$ cat src/pmbus_fault_pkg.sv
`default_nettype none
package pmbus_fault_pkg;

    // ----------------------------------------
    // Command codes of the status registers
    // ----------------------------------------
    localparam logic [7:0] OFS_SUMMARY_BYTE = 8'h78;
    localparam logic [7:0] OFS_SUMMARY_WORD = 8'h79;
    localparam logic [7:0] OFS_VOUT = 8'h7a;
    localparam logic [7:0] OFS_IOUT = 8'h7b;
    localparam logic [7:0] OFS_INPUT = 8'h7c;
    localparam logic [7:0] OFS_TEMP = 8'h7d;
    localparam logic [7:0] OFS_CML = 8'h7e;
    localparam logic [7:0] OFS_VENDOR = 8'h80;

    // ----------------------------------------
    // Reset values
    // ----------------------------------------
    localparam logic [7:0] RST_VOUT = 8'h00;
    localparam logic [7:0] RST_IOUT = 8'h00;
    localparam logic [7:0] RST_INPUT = 8'h08;
    localparam logic [7:0] RST_TEMP = 8'h00;
    localparam logic [7:0] RST_CML = 8'h00;
    localparam logic [7:0] RST_VENDOR = 8'h00;
    localparam logic [7:0] RST_MASK = 8'h00;
    localparam logic [7:0] RST_SUMMARY_BYTE = 8'h41;
    localparam logic [7:0] RST_SUMMARY_HI = 8'h20;

    // ----------------------------------------
    // Write-one-to-clear and alert-capable positions, then the latched vendor positions
    // ----------------------------------------
    localparam logic [7:0] W1C_VOUT = 8'hfc;
    localparam logic [7:0] W1C_IOUT = 8'ha0;
    localparam logic [7:0] W1C_INPUT = 8'h08;
    localparam logic [7:0] W1C_TEMP = 8'hc0;
    localparam logic [7:0] W1C_CML = 8'hf2;
    localparam logic [7:0] W1C_VENDOR = 8'h90;
    localparam logic [7:0] LATCH_VENDOR = 8'hf8;

    // ----------------------------------------
    // Field positions
    // ----------------------------------------
    localparam int VOUT_OV_FAULT_POS = 7;
    localparam int VOUT_OV_WARN_POS = 6;
    localparam int VOUT_UV_WARN_POS = 5;
    localparam int VOUT_UV_FAULT_POS = 4;
    localparam int VOUT_RANGE_POS = 3;
    localparam int VOUT_TONMAX_POS = 2;
    localparam int IOUT_OC_FAULT_POS = 7;
    localparam int IOUT_OC_WARN_POS = 5;
    localparam int INPUT_LOWVIN_POS = 3;
    localparam int TEMP_OTF_POS = 7;
    localparam int TEMP_OT_WARN_POS = 6;
    localparam int CML_CMD_POS = 7;
    localparam int CML_DATA_POS = 6;
    localparam int CML_PEC_POS = 5;
    localparam int CML_MEM_POS = 4;
    localparam int CML_OTHER_POS = 1;
    localparam int VEN_TSD_POS = 7;
    localparam int VEN_ZERO_POS = 6;
    localparam int VEN_MANY_POS = 5;
    localparam int VEN_PIN_ONE_POS = 4;
    localparam int VEN_PIN_ZERO_POS = 3;
    localparam int VEN_FOLLOW_POS = 1;
    localparam int VEN_SYNC_POS = 0;

    // ----------------------------------------
    // Counts and sizes
    // ----------------------------------------
    localparam logic [2:0] PIN_ONE_FAIL_LIMIT = 3'h4;
    localparam logic [12:0] OT_HYST_DEGC = 13'h014;
    localparam int OP_STATE_W = 6;
    localparam int NUM_STATUS = 6;

    typedef enum logic {VIN_POWERUP, VIN_RUNNING} vin_phase_t;

endpackage
`default_nettype wire

$ cat src/sticky_flags.sv
`timescale 1ns/1ps
`default_nettype none
module sticky_flags #(
    parameter logic [7:0] RESET_VAL = 8'h00
) (
    input wire logic clk,
    input wire logic rst_n,
    input wire logic [7:0] set,
    input wire logic [7:0] clr,
    input wire logic [7:0] force_zero,
    output logic [7:0] flags
);
    typedef struct packed {
        logic [7:0] flags;
    } sticky_state_t;

    sticky_state_t q, d;

    // Set beats clear so a fault in the clearing cycle stays visible
    always_comb begin
        d = q;
        d.flags = ((q.flags & ~clr) | set) & ~force_zero;
    end

    always_ff @(posedge clk or negedge rst_n) begin
        if (!rst_n) begin
            q.flags <= RESET_VAL;
        end else begin
            q <= d;
        end
    end

    assign flags = q.flags;

    a_set_wins_clear: assert property (@(posedge clk) disable iff (!rst_n)
        (|(set & ~force_zero)) |=> ((flags & $past(set & ~force_zero))
            == $past(set & ~force_zero)))
        else $error("sticky flag lost its set");
endmodule
`default_nettype wire

$ cat src/ot_rearm.sv
`timescale 1ns/1ps
`default_nettype none
module ot_rearm (
    input wire logic clk,
    input wire logic rst_n,
    input wire logic signed [11:0] temp,
    input wire logic signed [11:0] limit,
    output logic trip
);
    import pmbus_fault_pkg::*;

    typedef struct packed {
        logic hot;
        logic trip;
    } ot_state_t;

    ot_state_t q, d;
    logic signed [12:0] low_mark;
    logic over;
    logic cool;

    // Hot stays until the reading falls the full band below the limit
    always_comb begin
        low_mark = 13'({limit[11], limit} - $signed(OT_HYST_DEGC));
        over = temp >= limit;
        cool = $signed({temp[11], temp}) <= low_mark;
        d = q;
        d.hot = over | (q.hot & ~cool);
        d.trip = over | (q.hot & ~cool);
    end

    always_ff @(posedge clk or negedge rst_n) begin
        if (!rst_n) begin
            q <= '0;
        end else begin
            q <= d;
        end
    end

    assign trip = q.trip;

    a_over_trips: assert property (@(posedge clk) disable iff (!rst_n)
        (temp >= limit) |=> trip)
        else $error("over-limit reading did not trip");
endmodule
`default_nettype wire

$ cat src/pmbus_fault_status_bank.sv
`timescale 1ns/1ps
`default_nettype none
module pmbus_fault_status_bank (
    input wire logic clk,
    input wire logic rst_n,
    input wire logic rd_en,
    input wire logic wr_en,
    input wire logic [7:0] cmd_code,
    input wire logic [7:0] wr_data,
    input wire logic clear_faults,
    input wire logic mask_wr_en,
    input wire logic [7:0] mask_cmd_code,
    input wire logic [7:0] mask_data,
    input wire logic vout_ov_fault,
    input wire logic vout_ov_warn,
    input wire logic vout_uv_warn,
    input wire logic vout_uv_fault,
    input wire logic setpoint_range_err,
    input wire logic turn_on_timeout,
    input wire logic loop_follower_indication,
    input wire logic oc_fault,
    input wire logic oc_warn,
    input wire logic vin_above_on,
    input wire logic vin_below_off,
    input wire logic signed [11:0] temperature,
    input wire logic signed [11:0] ot_fault_limit,
    input wire logic signed [11:0] ot_warn_limit,
    input wire logic invalid_command,
    input wire logic invalid_data,
    input wire logic pec_fail,
    input wire logic memory_fault,
    input wire logic other_comm_fault,
    input wire logic bandgap_tsd,
    input wire logic [pmbus_fault_pkg::OP_STATE_W-1:0] op_state,
    input wire logic address_pin_one_attempt,
    input wire logic address_pin_one_ok,
    input wire logic address_pin_zero_detect_fail,
    input wire logic sync_fault_live,
    input wire logic sync_fault_disable,
    input wire logic converter_enabled,
    input wire logic power_not_good,
    output logic [7:0] rd_data,
    output logic rd_valid,
    output logic rd_unmapped,
    output logic smbalert_oe,
    output logic address_pin_one_use_default,
    output logic [7:0] summary_byte,
    output logic [7:0] summary_word_hi
);
    import pmbus_fault_pkg::*;

    // ----------------------------------------
    // State
    // ----------------------------------------
    typedef struct packed {
        logic [NUM_STATUS-1:0][7:0] mask;
        vin_phase_t vin_phase;
        logic [2:0] pin1_fail_cnt;
        logic pin1_default;
        logic [7:0] rd_data;
        logic rd_valid;
        logic rd_unmapped;
        logic alert;
        logic [7:0] sum_byte;
        logic [7:0] sum_hi;
    } bank_state_t;

    bank_state_t q, d;

    logic [7:0] vout_q, iout_q, input_q, temp_q, cml_q, ven_q;
    logic [7:0] vout_set, iout_set, input_set, temp_set, cml_set, ven_set;
    logic [7:0] vout_clr, iout_clr, input_clr, temp_clr, cml_clr, ven_clr;
    logic [7:0] vout_force;
    logic [7:0] ven_view;
    logic [7:0] w1c;
    logic [7:0] fault_all;
    logic otf_trip, warn_trip;
    logic op_zero, op_many;
    logic pin1_fail_now;
    logic [2:0] pin1_next;
    logic [7:0] alert_vec;

    // ----------------------------------------
    // Temperature with re-arm band
    // ----------------------------------------
    ot_rearm u_otf (
        .clk(clk),
        .rst_n(rst_n),
        .temp(temperature),
        .limit(ot_fault_limit),
        .trip(otf_trip)
    );

    ot_rearm u_warn_band (
        .clk(clk),
        .rst_n(rst_n),
        .temp(temperature),
        .limit(ot_warn_limit),
        .trip(warn_trip)
    );

    // ----------------------------------------
    // Event sources
    // ----------------------------------------
    always_comb begin
        w1c = wr_data & {8{wr_en}};
        op_zero = op_state == '0;
        op_many = (op_state & (op_state - 1'b1)) != '0;
        pin1_next = 3'(q.pin1_fail_cnt + 3'h1);
        pin1_fail_now = address_pin_one_attempt & ~address_pin_one_ok
            & (pin1_next == PIN_ONE_FAIL_LIMIT);
        vout_set = '0;
        vout_set[VOUT_OV_FAULT_POS] = vout_ov_fault;
        vout_set[VOUT_OV_WARN_POS] = vout_ov_warn;
        vout_set[VOUT_UV_WARN_POS] = vout_uv_warn;
        vout_set[VOUT_UV_FAULT_POS] = vout_uv_fault;
        vout_set[VOUT_RANGE_POS] = setpoint_range_err;
        vout_set[VOUT_TONMAX_POS] = turn_on_timeout;
        vout_force = {8{loop_follower_indication}};
        iout_set = '0;
        iout_set[IOUT_OC_FAULT_POS] = oc_fault;
        iout_set[IOUT_OC_WARN_POS] = oc_warn;
        input_set = '0;
        input_clr = '0;
        if (q.vin_phase == VIN_POWERUP) begin
            input_set[INPUT_LOWVIN_POS] = ~vin_above_on;
            input_clr[INPUT_LOWVIN_POS] = vin_above_on;
        end else begin
            input_set[INPUT_LOWVIN_POS] = vin_below_off;
            if (clear_faults) begin
                input_clr = W1C_INPUT;
            end else if (cmd_code == OFS_INPUT) begin
                input_clr = w1c & W1C_INPUT;
            end
        end
        temp_set = '0;
        temp_set[TEMP_OTF_POS] = otf_trip;
        temp_set[TEMP_OT_WARN_POS] = warn_trip;
        cml_set = '0;
        cml_set[CML_CMD_POS] = invalid_command;
        cml_set[CML_DATA_POS] = invalid_data;
        cml_set[CML_PEC_POS] = pec_fail;
        cml_set[CML_MEM_POS] = memory_fault;
        cml_set[CML_OTHER_POS] = other_comm_fault;
        ven_set = '0;
        ven_set[VEN_TSD_POS] = bandgap_tsd;
        ven_set[VEN_ZERO_POS] = op_zero;
        ven_set[VEN_MANY_POS] = op_many;
        ven_set[VEN_PIN_ONE_POS] = pin1_fail_now;
        ven_set[VEN_PIN_ZERO_POS] = address_pin_zero_detect_fail;
        // Host clears; read-only positions never see a write
        vout_clr = clear_faults ? W1C_VOUT
            : (cmd_code == OFS_VOUT ? w1c & W1C_VOUT : 8'h00);
        iout_clr = clear_faults ? W1C_IOUT
            : (cmd_code == OFS_IOUT ? w1c & W1C_IOUT : 8'h00);
        temp_clr = clear_faults ? W1C_TEMP
            : (cmd_code == OFS_TEMP ? w1c & W1C_TEMP : 8'h00);
        cml_clr = clear_faults ? W1C_CML
            : (cmd_code == OFS_CML ? w1c & W1C_CML : 8'h00);
        // Only the host touches the address flag, never on or off events
        ven_clr = clear_faults ? LATCH_VENDOR
            : (cmd_code == OFS_VENDOR ? w1c & W1C_VENDOR : 8'h00);
    end

    // ----------------------------------------
    // Latched flag banks
    // ----------------------------------------
    sticky_flags #(.RESET_VAL(RST_VOUT)) u_vout (
        .clk(clk),
        .rst_n(rst_n),
        .set(vout_set),
        .clr(vout_clr),
        .force_zero(vout_force),
        .flags(vout_q)
    );

    sticky_flags #(.RESET_VAL(RST_IOUT)) u_iout (
        .clk(clk),
        .rst_n(rst_n),
        .set(iout_set),
        .clr(iout_clr),
        .force_zero(8'h00),
        .flags(iout_q)
    );

    sticky_flags #(.RESET_VAL(RST_INPUT)) u_input (
        .clk(clk),
        .rst_n(rst_n),
        .set(input_set),
        .clr(input_clr),
        .force_zero(8'h00),
        .flags(input_q)
    );

    sticky_flags #(.RESET_VAL(RST_TEMP)) u_temp (
        .clk(clk),
        .rst_n(rst_n),
        .set(temp_set),
        .clr(temp_clr),
        .force_zero(8'h00),
        .flags(temp_q)
    );

    sticky_flags #(.RESET_VAL(RST_CML)) u_cml (
        .clk(clk),
        .rst_n(rst_n),
        .set(cml_set),
        .clr(cml_clr),
        .force_zero(8'h00),
        .flags(cml_q)
    );

    sticky_flags #(.RESET_VAL(RST_VENDOR)) u_vendor (
        .clk(clk),
        .rst_n(rst_n),
        .set(ven_set),
        .clr(ven_clr),
        .force_zero(8'h00),
        .flags(ven_q)
    );

    // ----------------------------------------
    // Next state, readback and alert
    // ----------------------------------------
    always_comb begin
        d = q;
        ven_view = ven_q & LATCH_VENDOR;
        ven_view[VEN_FOLLOW_POS] = loop_follower_indication;
        ven_view[VEN_SYNC_POS] = sync_fault_live & ~sync_fault_disable;
        if (q.vin_phase == VIN_POWERUP && vin_above_on) begin
            d.vin_phase = VIN_RUNNING;
        end
        if (address_pin_one_attempt) begin
            if (address_pin_one_ok) begin
                d.pin1_fail_cnt = '0;
                d.pin1_default = 1'b0;
            end else if (pin1_fail_now) begin
                d.pin1_fail_cnt = '0;
                d.pin1_default = 1'b1;
            end else begin
                d.pin1_fail_cnt = pin1_next;
            end
        end
        // Masks live only on alert-capable positions
        if (mask_wr_en) begin
            if (mask_cmd_code == OFS_VOUT) begin
                d.mask[0] = mask_data & W1C_VOUT;
            end else if (mask_cmd_code == OFS_IOUT) begin
                d.mask[1] = mask_data & W1C_IOUT;
            end else if (mask_cmd_code == OFS_INPUT) begin
                d.mask[2] = mask_data & W1C_INPUT;
            end else if (mask_cmd_code == OFS_TEMP) begin
                d.mask[3] = mask_data & W1C_TEMP;
            end else if (mask_cmd_code == OFS_CML) begin
                d.mask[4] = mask_data & W1C_CML;
            end else if (mask_cmd_code == OFS_VENDOR) begin
                d.mask[5] = mask_data & W1C_VENDOR;
            end
        end
        // Power-up low-input stays out of the alert
        alert_vec[0] = |(vout_q & W1C_VOUT & ~q.mask[0]);
        alert_vec[1] = |(iout_q & W1C_IOUT & ~q.mask[1]);
        alert_vec[2] = (q.vin_phase == VIN_RUNNING)
            & |(input_q & W1C_INPUT & ~q.mask[2]);
        alert_vec[3] = |(temp_q & W1C_TEMP & ~q.mask[3]);
        alert_vec[4] = |(cml_q & W1C_CML & ~q.mask[4]);
        alert_vec[5] = |(ven_q & W1C_VENDOR & ~q.mask[5]);
        alert_vec[7:6] = 2'h0;
        d.alert = |alert_vec;
        // Summaries come from the detail flags plus converter_enabled and power_not_good
        fault_all = '0;
        fault_all[6] = ~converter_enabled;
        fault_all[5] = vout_q[VOUT_OV_FAULT_POS];
        fault_all[4] = iout_q[IOUT_OC_FAULT_POS];
        fault_all[2] = |temp_q;
        fault_all[1] = |cml_q;
        fault_all[0] = |(vout_q & ~(8'h01 << VOUT_OV_FAULT_POS)) | iout_q[IOUT_OC_WARN_POS]
            | |input_q | ven_q[VEN_TSD_POS] | ven_q[VEN_PIN_ONE_POS];
        d.sum_byte = fault_all;
        d.sum_hi = {|vout_q, |iout_q, |input_q, |(ven_q & W1C_VENDOR),
            power_not_good, 3'h0};
        d.rd_valid = rd_en;
        d.rd_unmapped = 1'b0;
        d.rd_data = q.rd_data;
        if (rd_en) begin
            if (cmd_code == OFS_SUMMARY_BYTE || cmd_code == OFS_SUMMARY_WORD) begin
                d.rd_data = q.sum_byte;
            end else if (cmd_code == OFS_VOUT) begin
                d.rd_data = vout_q;
            end else if (cmd_code == OFS_IOUT) begin
                d.rd_data = iout_q;
            end else if (cmd_code == OFS_INPUT) begin
                d.rd_data = input_q;
            end else if (cmd_code == OFS_TEMP) begin
                d.rd_data = temp_q;
            end else if (cmd_code == OFS_CML) begin
                d.rd_data = cml_q;
            end else if (cmd_code == OFS_VENDOR) begin
                d.rd_data = ven_view;
            end else begin
                d.rd_data = 8'h00;
                d.rd_unmapped = 1'b1;
            end
        end
    end

    always_ff @(posedge clk or negedge rst_n) begin
        if (!rst_n) begin
            q.mask <= {NUM_STATUS{RST_MASK}};
            q.vin_phase <= VIN_POWERUP;
            q.pin1_fail_cnt <= '0;
            q.pin1_default <= 1'b0;
            q.rd_data <= 8'h00;
            q.rd_valid <= 1'b0;
            q.rd_unmapped <= 1'b0;
            q.alert <= 1'b0;
            q.sum_byte <= RST_SUMMARY_BYTE;
            q.sum_hi <= RST_SUMMARY_HI;
        end else begin
            q <= d;
        end
    end

    assign rd_data = q.rd_data;
    assign rd_valid = q.rd_valid;
    assign rd_unmapped = q.rd_unmapped;
    assign smbalert_oe = q.alert;
    assign address_pin_one_use_default = q.pin1_default;
    assign summary_byte = q.sum_byte;
    assign summary_word_hi = q.sum_hi;

    // ----------------------------------------
    // Checks
    // ----------------------------------------
    a_follower_vout_zero: assert property (@(posedge clk) disable iff (!rst_n)
        loop_follower_indication |=> (vout_q == 8'h00))
        else $error("output flags not held zero in follower mode");

    a_ovf_sets_bit: assert property (@(posedge clk) disable iff (!rst_n)
        (vout_ov_fault && !loop_follower_indication) |=> vout_q[7])
        else $error("overvoltage fault not latched");

    a_zero_write_keeps: assert property (@(posedge clk) disable iff (!rst_n)
        (wr_en && cmd_code == OFS_CML && wr_data == 8'h00 && !clear_faults)
        |=> cml_q == ($past(cml_q) | $past(cml_set)))
        else $error("zero write changed a flag");

    a_one_write_clears: assert property (@(posedge clk) disable iff (!rst_n)
        (wr_en && cmd_code == OFS_IOUT && wr_data[7] && !oc_fault) |=> !iout_q[7])
        else $error("write one did not clear");

    a_powerup_no_alert: assert property (@(posedge clk) disable iff (!rst_n)
        (q.vin_phase == VIN_POWERUP && vout_q == 8'h00 && iout_q == 8'h00
        && temp_q == 8'h00 && cml_q == 8'h00 && (ven_q & W1C_VENDOR) == 8'h00)
        |=> !smbalert_oe)
        else $error("alert during power-up");

    a_lowvin_at_reset: assert property (@(posedge clk) disable iff (!rst_n)
        (q.vin_phase == VIN_POWERUP && !vin_above_on) |=> input_q[3])
        else $error("low input not shown at power-up");

    a_pin1_fourth_fail: assert property (@(posedge clk) disable iff (!rst_n)
        (address_pin_one_attempt && !address_pin_one_ok && q.pin1_fail_cnt == 3'h3)
        |=> (ven_q[4] && address_pin_one_use_default))
        else $error("fourth address failure not flagged");

    a_sync_disable_zero: assert property (@(posedge clk) disable iff (!rst_n)
        (rd_en && cmd_code == OFS_VENDOR && sync_fault_disable) |=> !rd_data[0])
        else $error("sync fault read while disabled");

    a_summary_mirror: assert property (@(posedge clk) disable iff (!rst_n)
        1'b1 |=> (summary_byte[5] == $past(vout_q[7])
        && summary_byte[4] == $past(iout_q[7])))
        else $error("summary does not mirror detail bits");

    a_silent_fsm_flags: assert property (@(posedge clk) disable iff (!rst_n)
        (q.mask[5] == 8'h00 && (ven_q & W1C_VENDOR) == 8'h00 && vout_q == 8'h00
        && iout_q == 8'h00 && temp_q == 8'h00 && cml_q == 8'h00
        && q.vin_phase == VIN_RUNNING && input_q == 8'h00) |=> !smbalert_oe)
        else $error("informational flags raised alert");

    c_alert_raised: cover property (@(posedge clk) disable iff (!rst_n)
        !smbalert_oe ##1 smbalert_oe);

    c_vin_running: cover property (@(posedge clk) disable iff (!rst_n)
        q.vin_phase == VIN_POWERUP ##1 q.vin_phase == VIN_RUNNING);

    c_ot_rearm: cover property (@(posedge clk) disable iff (!rst_n)
        temp_q[7] ##1 !temp_q[7] ##[1:20] temp_q[7]);
endmodule
`default_nettype wire

$ cat config.mk
export PLATFORM = sky130hd
export DESIGN_NAME = pmbus_fault_status_bank
export DESIGN_NICKNAME = d
export VERILOG_FILES = /design/src/pmbus_fault_pkg.sv /design/src/sticky_flags.sv /design/src/ot_rearm.sv /design/src/pmbus_fault_status_bank.sv
export SDC_FILE = /design/constraint.sdc
export NUM_CORES = 1
export LEC_CHECK = 0
export BUFFER_PORTS_ARGS = -buffer_cell sky130_fd_sc_hd__buf_2
export CORE_ASPECT_RATIO = 1.2
export CORE_MARGIN = 8
export CORE_UTILIZATION = 50
export DETAILED_ROUTE_END_ITERATION = 7
export PLACE_DENSITY = 0.77
export SLEW_MARGIN = 30
export SYNTH_ARGS = -nofsm -noshare
export SYNTH_HDL_FRONTEND = slang
export SYNTH_SLANG_ARGS = --single-unit
$ cat constraint.sdc
create_clock -name clk -period 1.5 [get_ports clk]
set_input_delay 0.3 -clock clk [delete_from_list [all_inputs] [get_ports clk]]
set_output_delay 0.3 -clock clk [all_outputs]
set_load 0.05 [all_outputs]
# After elaboration in Yosys (flattened, before gate mapping)
# Index checks and enable logic that the tools add are counted.
# Widths: inputs -> output; s select.
[word_totals] register_bits=95 rom_bits=0 ramBits=0 word_cells=158 inputBits=104 out_inout_bits=28 n_memories=0 latchBits=0
[op_classes] n_lt_le_gt_ge=4 muxes=33 n_div=0 multipliers=0 add_sub_neg=4 n_eq_ne=15 reduce_logical=21 shifts=0 n_bitwise=58
[ops] cell="$mux 8" n=17
[ops] cell="$and 8x8->8" n=13
[ops] cell="$eq 8x7->1 const B" n=12
[ops] cell="$not 8->8" n=11
[ops] cell="$reduce_or 8->1" n=6
[ops] cell="$reduce_or 41->1" n=1
[ops] cell="$or 8x8->8" n=5
[ops] cell="$le 12x13->1" n=2
[ops] cell="$sub 12x6->13 const B" n=2
[ops] cell="$ge 12x12->1" n=2
[ops] cell="$eq 8x8->1 const B" n=2
[ops] cell="$not 4->8" n=2
[ops] cell="$mux 4" n=3
[ops] cell="$not 1->1" n=12
[ops] cell="$mux 1" n=11
[ops] cell="$and 4x8->8" n=1
[ops] cell="$or 8x4->8" n=1
[ops] cell="$reduce_and 7->1" n=1
[ops] cell="$reduce_or 7->1" n=1
[ops] cell="$and 1x1->1" n=6
[ops] cell="$and 6x6->6" n=1
[ops] cell="$logic_not 6->1" n=1
[ops] cell="$mux 3" n=2
[ops] cell="$or 1x1->1" n=6
[ops] cell="13 further kinds" n=14

# Depth between registers and ports, before layout
[depth] word_depth=9 depth_mapped=11

# Hierarchy
# A second synthesis with hierarchy kept.
[unflattened] cells_unflattened=707 area_unflattened_um2=6929.1
[modules_own_cells] module="pmbus_fault_status_bank" n_inst=1 seq_area_each_um2=1129.8 area_per_inst_um2=2957.8 cells_each=327
[modules_own_cells] module="sticky_flags at u_cml ..." n_inst=5 seq_area_each_um2=200.2 area_per_inst_um2=410.4 cells_each=32
[modules_own_cells] module="ot_rearm at u_warn_band" n_inst=1 seq_area_each_um2=25.0 area_per_inst_um2=755.7 cells_each=92
[modules_own_cells] module="ot_rearm at u_otf" n_inst=1 seq_area_each_um2=25.0 area_per_inst_um2=752.0 cells_each=96
[modules_own_cells] module="sticky_flags at u_input" n_inst=1 seq_area_each_um2=201.4 area_per_inst_um2=411.6 cells_each=32

# Worst setup path before layout
# No wires, ideal clock.
[synth_path] path_type="input-to-reg" startpoint="in ot_warn_limit[2]" endpoint="reg u_warn_band.q[1] (netlist name)" required_time_ns=1.373 cell_stages=10 n_path_buf=0 arrival_time_ns=2.028 setup_time_ns=0.127 setup_slack_ns=-0.655 cell_sequence="inv_1 ha_1 nor2_1 nor3_1 xnor2_1 ha_1 a21o_1 a2111o_1 nor3_1 o22ai_1"
[synth_lines] item="from (decl)" line_no="pmbus_fault_status_bank.sv:27" rtl="input wire logic signed [11:0] ot_warn_limit,"
[synth_lines] item="to (signal assigned)" line_no="ot_rearm.sv:34" rtl="q <= '0;"
[synth_lines] item="to (signal assigned)" line_no="ot_rearm.sv:36" rtl="q <= d;"
[synth_lines] item="to (decl)" line_no="ot_rearm.sv:17" rtl="ot_state_t q, d;"

==> out/metrics.yaml <==
min_path:
  hp-start: "power_not_good"
  holdPathEnd: "summary_word_hi[3]$_DFF_PN0_"
  hold_path_class: "in2reg"
  holdPathStages: 1
sta:
  relSlewSlack_pct: 62.5
  timing.fmax_mhz: 524
  hold_viol: 0
  setup_slack_ns: -0.409
  timing.final.crit_share_pct: 127
  worst_pin_slew_ns: 0.563
  drv_slew: 0
  clock-skew-final_ns: 0.0105
  fin_tns_setup_ns: -0.805
  rsz0062_at_grt: "true"
  fin_crit_ns: 1.91
  finalSetupViolCount: 2
route:
  vias: 4628
  drt-wirelength-per-cell_microns: 17.0
  viasPerCell: 5.54
  routed_wl_microns: 14200
  drt_first_pass_iters: 4
  drt-initial-drc-count: 192
  drc: 0
  ant_nets: 0
floorplanning:
  start_util_pct: 50.8
  die_h_microns: 123
  rows: 39
  die_x_microns: 105
  core_area_sq_um: 9370
  ioPinCount: 132
  die_area_sq_um: 12900
cts:
  cts_tree: "built"
  clockBufferDepth: 2
  cts_buffers: 9
  clk_pin_slew_ns: 0.06
  clkLatencyLatePin_ns: 0.34
  clkSinkCount: 70
  h-tree-depth: 3
  root_buffer: "clkbuf_16"
critical_path:
  crit_type: "in2reg"
  r2r-end: "summary_byte[0]$_DFF_PN1_"
  start_kind: "input port"
  r2r_start: "u_vout.flags[1]$_DFF_PN0_"
  cp_max_fo: 3
  crit_path_end_kind: "register"
  rrSetupSlack_ns: 0.05
  crit_required_ns: 1.75
  cp-startpoint: "ot_fault_limit[8]"
  ff2ff_path_depth: 3
  cp.arrival_ns: 2.16
logic_synthesis:
  ys_warn_count: 0
  syn_area_per_cell_sq_um: 9.37
  ys_seq_area_share_pct: 36.9
  synth_seq_cells: 70
  synth.area.top_cells: "dfrtp_1 (35%), ha_1 (13%), mux2_2 (4.0%)"
  netlist.area_leader.share_pct: 34.7
  syn_inst: 508
  synth_area_sq_um: 4760
  synth.distinct_cells: 63
  ys_async_sr_fraction_pct: 100
  synth_ff_type: "dfrtp_1"
  synth_edf_count: 0
  yosysTopAreaCell: "dfrtp_1"
placed_design:
  dp_hpwl_microns: 11500
  port_buffers: 124
  place_ws_ns: -0.764
  gp_congestion: 0.917
grt:
  grt-ovfl-total: 0
  grt_pass1_wl_microns: 22900
  grt_start_max_net_pins: 23
  met3_usage_pct: 5.46
  busiest_layer: "met2"
  grt_use_total_pct: 22.2
  first_global_vias: 4859
  gr-usage-met1_pct: 22.7
  grt_use_met2_pct: 41.1
  antenna_found_initial: 0
power:
  power_frac_clock_pct: 40.3
  swShare_pct: 28.3
  powerDensity_nw_per_um2: 875
  switchingPower_w: 0.00163
  p_int_w: 0.00414
  peakVddDrop_mv: 0.468
  combPwrFrac_pct: 23.4
  leakage_nw: 3.25
  p_seq_share_pct: 36.4
layout:
  final_common_cell: "buf_2"
  final_cell_mix: "buf_2 (119), buf_4 (91), dfrtp_1 (66)"
  syn_to_final_growth_pct: 38.5
  drive_gt1_share_pct: 41.3
  insertedDiodeCount: 0
  layout.nets: 861
outcome:
  status: "finished, violations left"
  violations: "setup timing"
job:
  cap_violations: 0
==> metal layers <==
metal	up-vias	share of wire, %
li1	2212	-
met1	2174	38
met2	200	52
met3	42	6.7
met4	0	3.7
met5	-	0
==> through the flow <==
| step | cells | area, sq um | total power [W] | hold slack (ns) | utilization [%] |
|---|---|---|---|---|---|
| 2_1_floorplan | 512 | 4890 | 0.00283 | 0.00441 | - |
| 3_3_place_gp | 814 | 6150 | 0.00337 | 0.307 | 65.6 |
| 3_5_place_dp | 814 | 6150 | 0.00343 | 0.316 | 65.6 |
| 4_1_cts | 835 | 6580 | 0.00579 | 0.0562 | 70.2 |
| 5_1_grt | 835 | 6590 | 0.00601 | 0.0554 | 70.4 |
| 6_report | 835 | 6590 | 0.00577 | 0.0662 | 70.4 |
==> repair_timing <==
item	in CTS	in global routing
cloned	0	0
setup endpoints to repair	2	2
gates resized for setup	13	2
pin swaps	14	3
setup buffers	4	0
hold buffers	1	0
endpoints found under the hold margin	14	0
==> logic make-up after synthesis <==
| family | share of synthesized area (%) |
|---|---|
| adders and majority gates | 13.4 |
| xor gates and xnor gates | 2.95 |
| buffers and inverters | 8.62 |
| and+or+nand+nor | 18.0 |
| AOI/OAI and AO/OA | 14.8 |
| DFF | 36.9 |
| muxes | 5.29 |
| other | 0.0788 |
==> power groups by stage <==
stage	clock network (W)	registers, W	logic, W
after floorplan	0	0.00212	0.000719
after global placement	0	0.00212	0.00125
after detailed placement	0	0.00213	0.00130
after CTS	0.00236	0.00209	0.00134
after global routing	0.00242	0.00211	0.00148
final	0.00232	0.00210	0.00135
==> worst max-delay path by stage <==
stage / cells after the start / to
2_1_floorplan: 9 / u_warn_band.q[1]$_DFF_PN0_
6_report: 11 / u_otf.q[1]$_DFF_PN0_
5_1_grt: 11 / u_otf.q[1]$_DFF_PN0_
3_5_place_dp: 10 / u_warn_band.q[1]$_DFF_PN0_
4_1_cts: 10 / u_warn_band.q[1]$_DFF_PN0_
3_3_place_gp: 10 / u_warn_band.q[1]$_DFF_PN0_
==> cell type report <==
| type | count | area (sq um) |
|---|---|---|
| clock buffer | 10 | 239 |
| fill | 708 | 2780 |
| timing repair buffer | 219 | 1410 |
| clock inverter | 6 | 95.1 |
| inverter | 49 | 211 |
| multi-input combinational | 358 | 2730 |
| sequential | 70 | 1760 |
| tap | 123 | 154 |
==> registers in the layout, summed over array words and instances (netlist names) <==
register / flops
q: 22
rd_data: 8
u_vout.flags: 8
summary_byte: 6
summary_word_hi: 5
u_cml.flags: 5
u_vendor.flags: 5
u_iout.flags: 2
u_temp.flags: 2
address_pin_one_use_default: 1
rd_unmapped: 1
rd_valid: 1
smbalert_oe: 1
u_input.flags: 1
u_otf.q: 1
u_warn_band.q: 1
==> cells in the mapped netlist (2+ instances only) <==
cell type  number
o32ai_1         3
nand3b_1        3
clkbuf_1        7
o21ai_0        12
and4b_1         4
mux2_4          2
buf_2           4
or2_2           4
buf_4          24
nor2_1         30
dfrtp_1        66
mux2_2         17
xnor2_1        14
a22oi_1         4
nor2b_1         9
a21boi_0        2
o21bai_1        2
inv_1          49
o22ai_1         9
xor2_1          2
nor4_1          8
a31oi_1        15
nand4_1        12
mux2i_1         3
a21o_1          5
nor3_1         11
ha_1           50
nor3b_1         2
nand2_1        34
nand3_1        22
a211oi_1        3
a222oi_1        2
dfstp_2         4
o221ai_1        3
nand2b_1       13
a21oi_1        19
a31o_2          8
o211ai_1        2
==> worst max-delay path, stage by stage <==
cell and delay (ns):
buf_2 0.12, nor4_4 0.33, nand2_1 0.11, nor2_2 0.13
a21oi_1 0.10, ha_1 0.31, nand4_1 0.17, nor2_1 0.16
o221ai_2 0.12, a41o_1 0.20, o22ai_1 0.12
No activity file was read; power rests on OpenSTA's default activity.
